<file path="config.mk">
export PLATFORM = sky130hd
export DESIGN_NAME = rcp_regs
export DESIGN_NICKNAME = d
export VERILOG_FILES = /design/src/pkg/rcp_pkg.sv /design/src/rtl/rcp_readback_mux.sv /design/src/rtl/rcp_regs.sv
export SDC_FILE = /design/constraint.sdc
export NUM_CORES = 1
export LEC_CHECK = 0
export CAP_MARGIN = 20
export CELL_PAD_IN_SITES_DETAIL_PLACEMENT = 0
export CELL_PAD_IN_SITES_GLOBAL_PLACEMENT = 1
export CORE_ASPECT_RATIO = 1.25
export CORE_UTILIZATION = 45
export CTS_CLUSTER_DIAMETER = 100
export CTS_CLUSTER_SIZE = 12
export DETAILED_ROUTE_END_ITERATION = 12
export DONT_BUFFER_PORTS = 1
export PLACE_DENSITY = 0.9
export SLEW_MARGIN = 20
export SYNTH_ARGS = -nofsm -noshare
export SYNTH_HDL_FRONTEND = slang
export SYNTH_HIERARCHICAL = 1
export SYNTH_SLANG_ARGS = --single-unit
export TNS_END_PERCENT = 1
</file>
<file path="constraint.sdc">
create_clock -name i_mclk -period 3.1 [get_ports i_mclk]
set_input_delay 0.62 -clock i_mclk [delete_from_list [all_inputs] [get_ports i_mclk]]
set_output_delay 0.62 -clock i_mclk [all_outputs]
set_load 0.02 [all_outputs]
</file>
<file path="src/pkg/rcp_pkg.sv">
/*
 * Package for the receiver configuration and power-down register bank.
 * Holds register offsets, field positions, reset values and the control and status struct layouts.
 * Assumes a 32-bit Avalon-MM slave with byte addressing on the system clock.
 */
// Summary of operation
// - In master mode, keep-clocks bit 7 keeps bit and frame clocks after source loss.
// - Three-bit selector picks interrupt, channel status one to five, or link status readback.
// - Continuous read-back bit turns continuous read-back mode on at 1, off at 0.
// - Bit 4 enables audio streaming with status flags appended; default off.
// - Bit 5 turns receiver inputs four to seven into general outputs.
// - Bit 6 at 0 truncates received words by length; at 1 passes them whole.
// - High-rate bit selects 192 kHz maximum at 1, default, or 96 kHz at 0.
// - PLL power-down: 0 keeps the PLL running, 1 powers it down.
// - Receiver power-down at 1 disables the receiver.
// - Transmitter power-down at 1 powers the transmitter down, at 0 runs it.
// - Clocks-after-loss applies only in master mode, where bit and frame clocks are outputs.
package rcp_pkg;
    localparam logic [7:0] RCP_AIFRX_OFFSET = 8'h70;
    localparam logic [7:0] RCP_RXCFG_OFFSET = 8'h74;
    localparam logic [7:0] RCP_POWER_DOWN_CONTROL_OFFSET = 8'h78;
    localparam logic [7:0] RCP_STAT_OFFSET = 8'h7C;
    localparam logic [7:0] RCP_AIFRX_INDEX = 8'h1C;
    localparam logic [7:0] RCP_RXCFG_INDEX = 8'h1D;
    localparam logic [7:0] RCP_POWER_DOWN_CONTROL_INDEX = 8'h1E;

    localparam int RCP_AUDIO_INTERFACE_MASTER_SELECT_BIT = 6;
    localparam int RCP_KEEP_CLK_BIT = 7;
    localparam int RCP_CONTINUOUS_READBACK_ENABLE_BIT = 3;
    localparam int RCP_FLAGS_BIT = 4;
    localparam int RCP_GPO_BIT = 5;
    localparam int RCP_TRUNC_BIT = 6;
    localparam int RCP_HIRATE_BIT = 7;
    localparam int RCP_PLLPD_BIT = 0;
    localparam int RCP_RXPD_BIT = 1;
    localparam int RCP_TXPD_BIT = 2;

    localparam logic [7:0] RCP_AIFRX_RESET = 8'h06;
    localparam logic [7:0] RCP_RXCFG_RESET = 8'h80;
    localparam logic [7:0] RCP_POWER_DOWN_CONTROL_RESET = 8'h07;
    localparam logic [7:0] RCP_POWER_DOWN_CONTROL_MASK = 8'h07;

    localparam logic [2:0] RCP_SEL_INT = 3'h0;
    localparam logic [2:0] RCP_SEL_CS1 = 3'h1;
    localparam logic [2:0] RCP_SEL_CS5 = 3'h5;
    localparam logic [2:0] RCP_SEL_LINK = 3'h6;

    typedef struct packed {
        logic keep_clocks;
        logic audio_interface_master_select;
        logic continuous_readback_enable;
        logic flags_appended_mode;
        logic rx_inputs_as_outputs;
        logic truncation_mask;
        logic high_rate_support_enable;
        logic pll_power_down;
        logic receiver_power_down;
        logic transmitter_power_down;
        logic [2:0] readback_status_select;
    } rcp_ctrl_type;

    typedef struct packed {
        logic [7:0] int_status;
        logic [39:0] chan_status;
        logic [7:0] link_status;
    } rcp_status_type;
endpackage

</file>
<file path="src/rtl/rcp_readback_mux.sv">
/*
 * Status read-back selector.
 * Assumes status bytes are stable on the system clock.
 */
`timescale 1ns/1ns
module rcp_readback_mux (
    input wire logic [2:0] i_sel,
    input wire rcp_pkg::rcp_status_type i_status,
    output logic [7:0] o_byte
);
    always_comb begin
        o_byte = 8'h00;
        case (i_sel)
            rcp_pkg::RCP_SEL_INT: begin
                o_byte = i_status.int_status;
            end
            rcp_pkg::RCP_SEL_LINK: begin
                o_byte = i_status.link_status;
            end
            default: begin
                if (i_sel >= rcp_pkg::RCP_SEL_CS1 && i_sel <= rcp_pkg::RCP_SEL_CS5) begin
                    o_byte = i_status.chan_status[8 * (i_sel - rcp_pkg::RCP_SEL_CS1) +: 8];
                end
            end
        endcase
    end
endmodule // rcp_readback_mux

</file>
<file path="src/rtl/rcp_regs.sv">
/*
 * Receiver configuration and power-down register bank with Avalon-MM slave.
 * Assumes status inputs come from logic on i_mclk; the source-lost level is
 * a pin and is synchronised here.
 */
// Decided for this implementation: the Avalon-MM register port.
`timescale 1ns/1ns
module rcp_regs (
    input wire logic i_mclk,
    input wire logic i_rst,
    input wire logic [7:0] i_avs_address,
    input wire logic i_avs_read,
    input wire logic i_avs_write,
    input wire logic [31:0] i_avs_writedata,
    input wire logic [3:0] i_avs_byteenable,
    output logic [31:0] o_avs_readdata,
    output logic o_avs_waitrequest,
    output logic [1:0] o_avs_response,
    input wire rcp_pkg::rcp_status_type i_status,
    input wire logic i_source_lost,
    input wire logic i_clk_gen_active,
    output logic o_aif_clk_enable,
    output logic o_aif_clk_drive,
    output rcp_pkg::rcp_ctrl_type o_ctrl
);
    typedef enum logic [1:0] {
        RCP_IDLE = 2'b00,
        RCP_ACK = 2'b01
    } rcp_bus_state_type;

    logic [7:0] aifrx_q, aifrx_d;
    logic [7:0] rxcfg_q, rxcfg_d;
    logic [7:0] power_down_control_q, power_down_control_d;
    logic [31:0] rdata_q, rdata_d;
    logic [1:0] resp_q, resp_d;
    rcp_bus_state_type state_q, state_d;
    logic lost_meta_q, lost_sync_q;
    logic [7:0] status_byte;
    logic hit;

    rcp_readback_mux u_mux (
        .i_sel(rxcfg_q[2:0]),
        .i_status(i_status),
        .o_byte(status_byte)
    );

    always_comb begin
        hit = (i_avs_address == rcp_pkg::RCP_AIFRX_OFFSET)
            || (i_avs_address == rcp_pkg::RCP_RXCFG_OFFSET)
            || (i_avs_address == rcp_pkg::RCP_POWER_DOWN_CONTROL_OFFSET)
            || (i_avs_address == rcp_pkg::RCP_STAT_OFFSET);
    end

    always_comb begin
        aifrx_d = aifrx_q;
        rxcfg_d = rxcfg_q;
        power_down_control_d = power_down_control_q;
        rdata_d = rdata_q;
        resp_d = resp_q;
        state_d = state_q;
        case (state_q)
            RCP_IDLE: begin
                if (i_avs_write) begin
                    state_d = RCP_ACK;
                    resp_d = hit ? 2'h0 : 2'h3;
                    rdata_d = 32'h0000_0000;
                    if (i_avs_byteenable[0]) begin
                        case (i_avs_address)
                            rcp_pkg::RCP_AIFRX_OFFSET: aifrx_d = i_avs_writedata[7:0];
                            rcp_pkg::RCP_RXCFG_OFFSET: rxcfg_d = i_avs_writedata[7:0];
                            rcp_pkg::RCP_POWER_DOWN_CONTROL_OFFSET: begin
                                power_down_control_d = i_avs_writedata[7:0] & rcp_pkg::RCP_POWER_DOWN_CONTROL_MASK;
                            end
                            default: begin
                            end
                        endcase
                    end
                end else if (i_avs_read) begin
                    state_d = RCP_ACK;
                    resp_d = hit ? 2'h0 : 2'h3;
                    case (i_avs_address)
                        rcp_pkg::RCP_AIFRX_OFFSET: rdata_d = {24'h000000, aifrx_q};
                        rcp_pkg::RCP_RXCFG_OFFSET: rdata_d = {24'h000000, rxcfg_q};
                        rcp_pkg::RCP_POWER_DOWN_CONTROL_OFFSET: rdata_d = {24'h000000, power_down_control_q};
                        rcp_pkg::RCP_STAT_OFFSET: rdata_d = {24'h000000, status_byte};
                        default: rdata_d = 32'h0000_0000;
                    endcase
                end
            end
            RCP_ACK: begin
                state_d = RCP_IDLE;
            end
            default: begin
                state_d = RCP_IDLE;
            end
        endcase
    end

    always_ff @(posedge i_mclk or posedge i_rst) begin
        if (i_rst) begin
            aifrx_q <= rcp_pkg::RCP_AIFRX_RESET;
            rxcfg_q <= rcp_pkg::RCP_RXCFG_RESET;
            power_down_control_q <= rcp_pkg::RCP_POWER_DOWN_CONTROL_RESET;
            rdata_q <= 32'h0000_0000;
            resp_q <= 2'h0;
            state_q <= RCP_IDLE;
        end else begin
            aifrx_q <= aifrx_d;
            rxcfg_q <= rxcfg_d;
            power_down_control_q <= power_down_control_d;
            rdata_q <= rdata_d;
            resp_q <= resp_d;
            state_q <= state_d;
        end
    end

    always_ff @(posedge i_mclk or posedge i_rst) begin
        if (i_rst) begin
            lost_meta_q <= 1'b0;
            lost_sync_q <= 1'b0;
        end else begin
            lost_meta_q <= i_source_lost;
            lost_sync_q <= lost_meta_q;
        end
    end

    // Waitrequest drops in the cycle the answer is registered.
    assign o_avs_waitrequest = (state_q != RCP_ACK);
    assign o_avs_readdata = rdata_q;
    assign o_avs_response = resp_q;

    always_comb begin
        o_ctrl.audio_interface_master_select = aifrx_q[rcp_pkg::RCP_AUDIO_INTERFACE_MASTER_SELECT_BIT];
        o_ctrl.keep_clocks = aifrx_q[rcp_pkg::RCP_KEEP_CLK_BIT];
        o_ctrl.readback_status_select = rxcfg_q[2:0];
        o_ctrl.continuous_readback_enable = rxcfg_q[rcp_pkg::RCP_CONTINUOUS_READBACK_ENABLE_BIT];
        o_ctrl.flags_appended_mode = rxcfg_q[rcp_pkg::RCP_FLAGS_BIT];
        o_ctrl.rx_inputs_as_outputs = rxcfg_q[rcp_pkg::RCP_GPO_BIT];
        o_ctrl.truncation_mask = rxcfg_q[rcp_pkg::RCP_TRUNC_BIT];
        o_ctrl.high_rate_support_enable = rxcfg_q[rcp_pkg::RCP_HIRATE_BIT];
        o_ctrl.pll_power_down = power_down_control_q[rcp_pkg::RCP_PLLPD_BIT];
        o_ctrl.receiver_power_down = power_down_control_q[rcp_pkg::RCP_RXPD_BIT];
        o_ctrl.transmitter_power_down = power_down_control_q[rcp_pkg::RCP_TXPD_BIT];
    end

    // Clock pins are driven only in master mode; after loss only if kept.
    assign o_aif_clk_drive = aifrx_q[rcp_pkg::RCP_AUDIO_INTERFACE_MASTER_SELECT_BIT];
    assign o_aif_clk_enable = aifrx_q[rcp_pkg::RCP_AUDIO_INTERFACE_MASTER_SELECT_BIT] && i_clk_gen_active
        && (!lost_sync_q || aifrx_q[rcp_pkg::RCP_KEEP_CLK_BIT]);
endmodule // rcp_regs

</file>
* Word-level counts from Yosys, hierarchy flattened
Index checks and enable logic that the tools add are counted.
Storage, ports and cells: output and inout port bits 50, input bits 106, bits in latches 0, memory bits (writable) 0, ROM bits 0, flip-flop bits (word level) 57, memories kept 0
Operators by class: reduce and logical (&&, ||, !) cells 15, add/subtract/negate cells 1, multiplexer cells 11, multipliers 0, bitwise logic cells 0, divide/modulo/power cells 0, equality and inequality tests 7, $lt $le $gt $ge 2, shift operators 1
Operator list (number):
- 32-bit 2-to-1 mux | 2
- 40-bit by 33-bit indexed part select with 8-bit output | 1
- 8-bit by 7-bit == test with 1-bit output, second input constant | 4
- 8-bit one-hot mux with 4 select lines | 1
- 8-bit one-hot mux with 2 select lines | 1
- 2-bit 2-to-1 mux | 6
- 4-bit AND reduction | 3
- 8-bit 2-to-1 mux | 1
- 1-bit logical OR | 4
- 3-bit by 1-bit subtractor with 4-bit output, second input constant | 1
- 3-bit == test, second input constant | 1
- 3-bit by 1-bit greater-or-equal comparator with 1-bit output, second input constant | 1
- 3-bit <= comparator, second input constant | 1
- 1-bit logical AND | 3
- 3-bit logical NOT | 1
- 3-bit inequality test, second input constant | 1
- 2-bit logical NOT | 1
- 2-bit by 1-bit inequality test with 1-bit output, second input constant | 1
- 2-bit AND reduction | 1
- 2-bit nonzero test | 1
- 1-bit logical NOT | 1

* Depth between registers and ports, before layout
depth after elaboration 7, gate-level depth with buffers 11

* Cells and area by module
Netlist, hierarchy kept.
Modules (own cells, without submodules):
- rcp_regs | seq. area each 783.3 µm², cells an instance 137, area each 1629.1 µm², instances 1
- rcp_readback_mux | seq. area each 0.0 µm², cells an instance 74, area each 590.6 µm², instances 1

* Worst setup path after synthesis
OpenSTA, ideal clock, no wires.
path type register -> register, from reg rxcfg_q[0], to reg rdata_q[0] (netlist: o_avs_readdata[0]), library setup time 0.125 ns, arrival 2.548 ns, clock period less this slack 2.673 ns, slack 0.427 ns, cell stages (with the launch flop) 11, required time 2.975 ns, cell sequence dfrtp_1 -> inv_1 -> ha_1 -> ha_1 -> buf_6 -> mux2_2 -> a221oi_1 -> o21ai_1 -> mux4_2 -> inv_1 -> o21ai_1
On the way: word-level cells in the longest chain between the ends 7
RTL lines:
- from (decl) | RTL line rcp_regs.sv:32 | logic [7:0] rxcfg_q, rxcfg_d;
- from (signal assigned) | RTL line rcp_regs.sv:102 | rxcfg_q <= rcp_pkg::RCP_RXCFG_RESET;
- from (signal assigned) | RTL line rcp_regs.sv:109 | rxcfg_q <= rxcfg_d;
- 3-bit by 1-bit subtractor with 4-bit output (tied with other cells) | RTL line rcp_readback_mux.sv:22 | o_byte = i_status.chan_status[8 * (i_sel - rcp_pkg::RCP_SEL_CS1) +: 8];
- 40-bit by 33-bit indexed part select with 8-bit output / 1-bit logical AND (equally long branches) | RTL line rcp_readback_mux.sv:22, rcp_readback_mux.sv:21
- 8-bit 2-to-1 mux | RTL line rcp_readback_mux.sv:21 | if (i_sel >= rcp_pkg::RCP_SEL_CS1 && i_sel <= rcp_pkg::RCP_SEL_CS5) begin
- 8-bit one-hot mux with 2 select lines * | RTL line rcp_readback_mux.sv:13 | case (i_sel)
- via status_byte[0] | RTL line rcp_regs.sv:38 | logic [7:0] status_byte;
- 8-bit one-hot mux with 4 select lines * | RTL line rcp_regs.sv:81 | case (i_avs_address)
- 32-bit 2-to-1 mux * | RTL line rcp_regs.sv:78 | end else if (i_avs_read) begin
- 32-bit 2-to-1 mux * | RTL line rcp_regs.sv:63 | if (i_avs_write) begin
- to (signal assigned) | RTL line rcp_regs.sv:111 | rdata_q <= rdata_d;
- to (decl) | RTL line rcp_regs.sv:34 | logic [31:0] rdata_q, rdata_d;
The timed path passes the listed nets; every way through them passes the cells marked *. The select of a mux whose other input is x is not followed. A chain may end at the register's enable or synchronous reset.

* Worst setup path after layout
Same ends and word-level chain as after synthesis.

==> out/results.tsv <==
stage	metric	value	unit
synth	synthCells	211	
synth	netlist_area	2220	um2
pwr	internal-power	0.663	mW
critical_path	crit_path_start_kind	register	
sta	grt_setup_unrepaired	no	
status	outcome	completed	
floorplan	die_h	80.5	um
routing	drt_pass_1_iters	4	
synth	synth-edff-count	0	
sta	timing.final.hold_violations	0	
sta	max_slew.worst_pin.slew	0.590	ns
place	dp_hpwl	3.98	mm
routing	drt.antenna.violating_nets	0	
synth	synth_top_area_cell	sky130_fd_sc_hd__dfrtp_1	
synth	synth_top_family_by_area	multiplexers	
routing	totalWireLength	4.95	mm
sta	fraction_of_the_cycle_the_final_worst_path_needs	90.7	%
place	numPortBuffers	0	
grt	gr-usage-all-layers	19.3	%
clock_tree	maximum_level_of_the_cts_h_tree	2	
synth	synth.yosys.seq_area_share	35.3	%
pwr	peak_supply_drop	0.000139	V
critical_path	timing.critical_path.fanout_max	11	
routing	drt_drc	0	
clock_tree	clock-sinks	31	
sta	final.min_clock_period	2.81	ns
layout	multi_input_comb_area	1210	um2
layout	n_antenna_cell	0	
pwr	share_comb_of_total_power	13.9	%
clock_tree	clk_tree_root_cell	sky130_fd_sc_hd__clkbuf_8	
pwr	netSwitchingFraction	25.8	%
grt	grt_remaining_overflow	0	
layout	post-route-cell-area	2230	um2
clock_tree	clock_transition_at_the_registers_of_the_reported_paths	0.06	ns
clock_tree	ctsHoldBuffers	0	
floorplan	die_extent_in_x	64.8	um
sta	fmax	356	MHz
synth	yosys.area_share.adder	2.25	%
sta	setup_violations	0	
place	routability_congestion_estimate	0.753	
synth	post_synth_xor_area_fraction	0	%
synth	yosysTopAreaCellShare	28.2	%
grt	grt_max_degree	29	
sta	drv_slew	0	
clock_tree	post_cts_resize_count	0	
layout	fillerInstances	464	
clock_tree	insertion_delay	0.28	ns
grt	grt_antenna_before_repair	0	
clock_tree	post_cts_buffers	0	
routing	routed-via-count	1553	
synth	synth-main-ff-cell	sky130_fd_sc_hd__dfrtp_1	
floorplan	core_area	4730	um2
pwr	power_density	400	nW/um2
routing	post_drt_wl_per_cell	18.5	um
synth	post_synth_most_frequent_cells	31 x sky130_fd_sc_hd__mux2_2, 27 x sky130_fd_sc_hd__buf_4, 25 x sky130_fd_sc_hd__dfrtp_1	
clock_tree	clock_tree.buffer_depth	2	
grt	grt_first_pass_wirelength	7.54	mm
synth	synth_most_common_cell	sky130_fd_sc_hd__mux2_2	
pwr	power.clock.fraction	38.4	%
routing	drt_iter0_markers	111	
critical_path	cp_data_arrival_time	2.97	ns
synth	yosys-top-cells-area	sky130_fd_sc_hd__dfrtp_1 28%, sky130_fd_sc_hd__mux2_2 16%, sky130_fd_sc_hd__buf_4 9.1%, sky130_fd_sc_hd__dfstp_2 7.1%, sky130_fd_sc_hd__a22oi_1 4.4%	
pwr	p_switching	0.231	mW
layout	layout-area-overhead-vs-synth	0.564	%
hold_path	timing.hold.worst.class	in2async	
synth	yosys_warnings	6	
floorplan	floorplan.io_pins	156	
critical_path	timing_worst_setup_path_type	reg2reg	
synth	area_fraction_in_compound_gates_after_synthesis	16.0	%
floorplan	fp-row-count	28	
floorplan	fp.dieArea	5220	um2
sta	timing.clock.skew	0.00417	ns
flow_run	drv.max_cap_violation_count	0	
synth	post_synth_num_cell_types	38	
floorplan	floorplan.initialDensity	46.9	%
pwr	seqPwrFrac	47.7	%
clock_tree	cts_buffers	5	
sta	fin_tns_setup	0	ns
synth	synth.avg_cell_area	10.5	um2
critical_path	critPathRequiredTime	3.26	ns
grt	vias_in_the_first_global_route	1513	
clock_tree	clock_tree_from_tritoncts	built	
synth	post_synth_and_or_nand_nor_area_fraction	8.57	%
synth	postSynth.asyncResetShare	100	%
layout	fin_nets	317	
sta	worst_slew_margin_rel	60.6	%
routing	routed_via_density	5.79	
critical_path	setup.worst_path.end_class	register	
layout	area.sequential	783	um2
place	postPlaceCellArea	2130	um2
synth	postSynthRegisterBits	31	
synth	synth.area.mux_share	23.5	%
layout	drive_gt1_share	28.8	%
pwr	leakage	0.944	nW
-- flip-flops by register name, summed over array words and instances, names as in the netlist --
register	cells
aifrx_q	8
lost_meta_q	1
lost_sync_q	1
o_avs_readdata	8
o_avs_response	1
power_down_control_q	3
rxcfg_q	8
state_q	1
-- layer usage --
layer,share of wire [%],up-vias,GRT usage (%)
met5,0,-,0
met1,37,746,21.0
li1,-,716,-
met2,54,83,35.5
met4,1.2,0,6.22
met3,7.6,8,5.26
-- cells by family (layout without fill, tap and decap cells) --
kind of cell	after synthesis	in the layout
multiplexers	44	44
AND/OR/NAND/NOR	31	31
adder cells (fa/ha/maj)	4	4
buffers and inverters	48	22
AO/OA/AOI/OAI	52	52
flip-flops	31	31
other	1	24
-- layout make-up --
type | instances | share of cell area (%)
Clock buffer | 8 | 4.48
Inverter | 10 | 1.68
Multi-Input combinational cell | 155 | 54.0
Tap cell | 60 | 3.36
Sequential cell | 31 | 35.1
Timing Repair Buffer | 4 | 1.35
-- power groups by stage --
stage	Combinational (mW)	Sequential, mW	Clock [mW]
after global routing	0.135	0.428	0.371
final	0.124	0.426	0.343
after detailed placement	0.124	0.434	0
after global placement	0.121	0.432	0
after floorplan	0.140	0.429	0
after CTS	0.124	0.426	0.352
-- per-stage QoR --
step	worst slack (ns)	hold WS [ns]	total power [mW]	utilization, %	std cells
finish	0.287	0.282	0.894	47.2	268
global route	0.124	0.316	0.934	47.2	268
CTS	0.289	0.356	0.902	47.2	268
detailed placement	0.290	0.351	0.557	45.1	260
global placement	0.333	0.331	0.554	45.1	260
floorplan	0.427	0.331	0.569	-	234
-- critical path: stages (launching register included) --
cell                       delay [ns]
sky130_fd_sc_hd__dfrtp_1         0.35
sky130_fd_sc_hd__inv_1           0.11
sky130_fd_sc_hd__ha_1            0.27
sky130_fd_sc_hd__ha_1            0.54
sky130_fd_sc_hd__mux2_2          0.38
sky130_fd_sc_hd__a221oi_1        0.31
sky130_fd_sc_hd__o21ai_1         0.13
sky130_fd_sc_hd__mux4_2          0.49
sky130_fd_sc_hd__inv_1           0.07
sky130_fd_sc_hd__o21ai_1         0.05
-- layout by cell type (no fill, tap or decap), drive strengths merged --
cell type / n
clkbuf: 8
ha: 4
dfrtp: 25
o21ba: 1
or4b: 1
a221oi: 7
nor3: 2
o32ai: 1
or3: 1
buf: 4
a211oi: 1
o211ai: 1
nand2: 1
mux2i: 9
nand2b: 1
nand4: 1
mux2: 32
nor3b: 1
inv: 10
mux4: 3
conb: 24
a22oi: 13
a21oi: 3
and2: 4
nand4b: 1
and3: 1
o21ai: 25
nor2: 12
dfstp: 6
and4b: 3
nand3: 2
-- path summary, 6_finish.rpt --
path	from	endpoint	slack, ns	cells past startpoint
max in group asynchronous	i_rst	aifrx_q[2]	2.24	2
hold reg to reg	lost_meta_q	lost_sync_q	0.36	0
hold / removal	i_rst	rxcfg_q[6]	0.28	1
setup reg to reg	rxcfg_q[0]	o_avs_readdata[0]	0.29	9
min in group i_mclk	lost_meta_q	lost_sync_q	0.36	0
setup / recovery	rxcfg_q[0]	o_avs_readdata[0]	0.29	9
(Power assumes the default switching activity.)
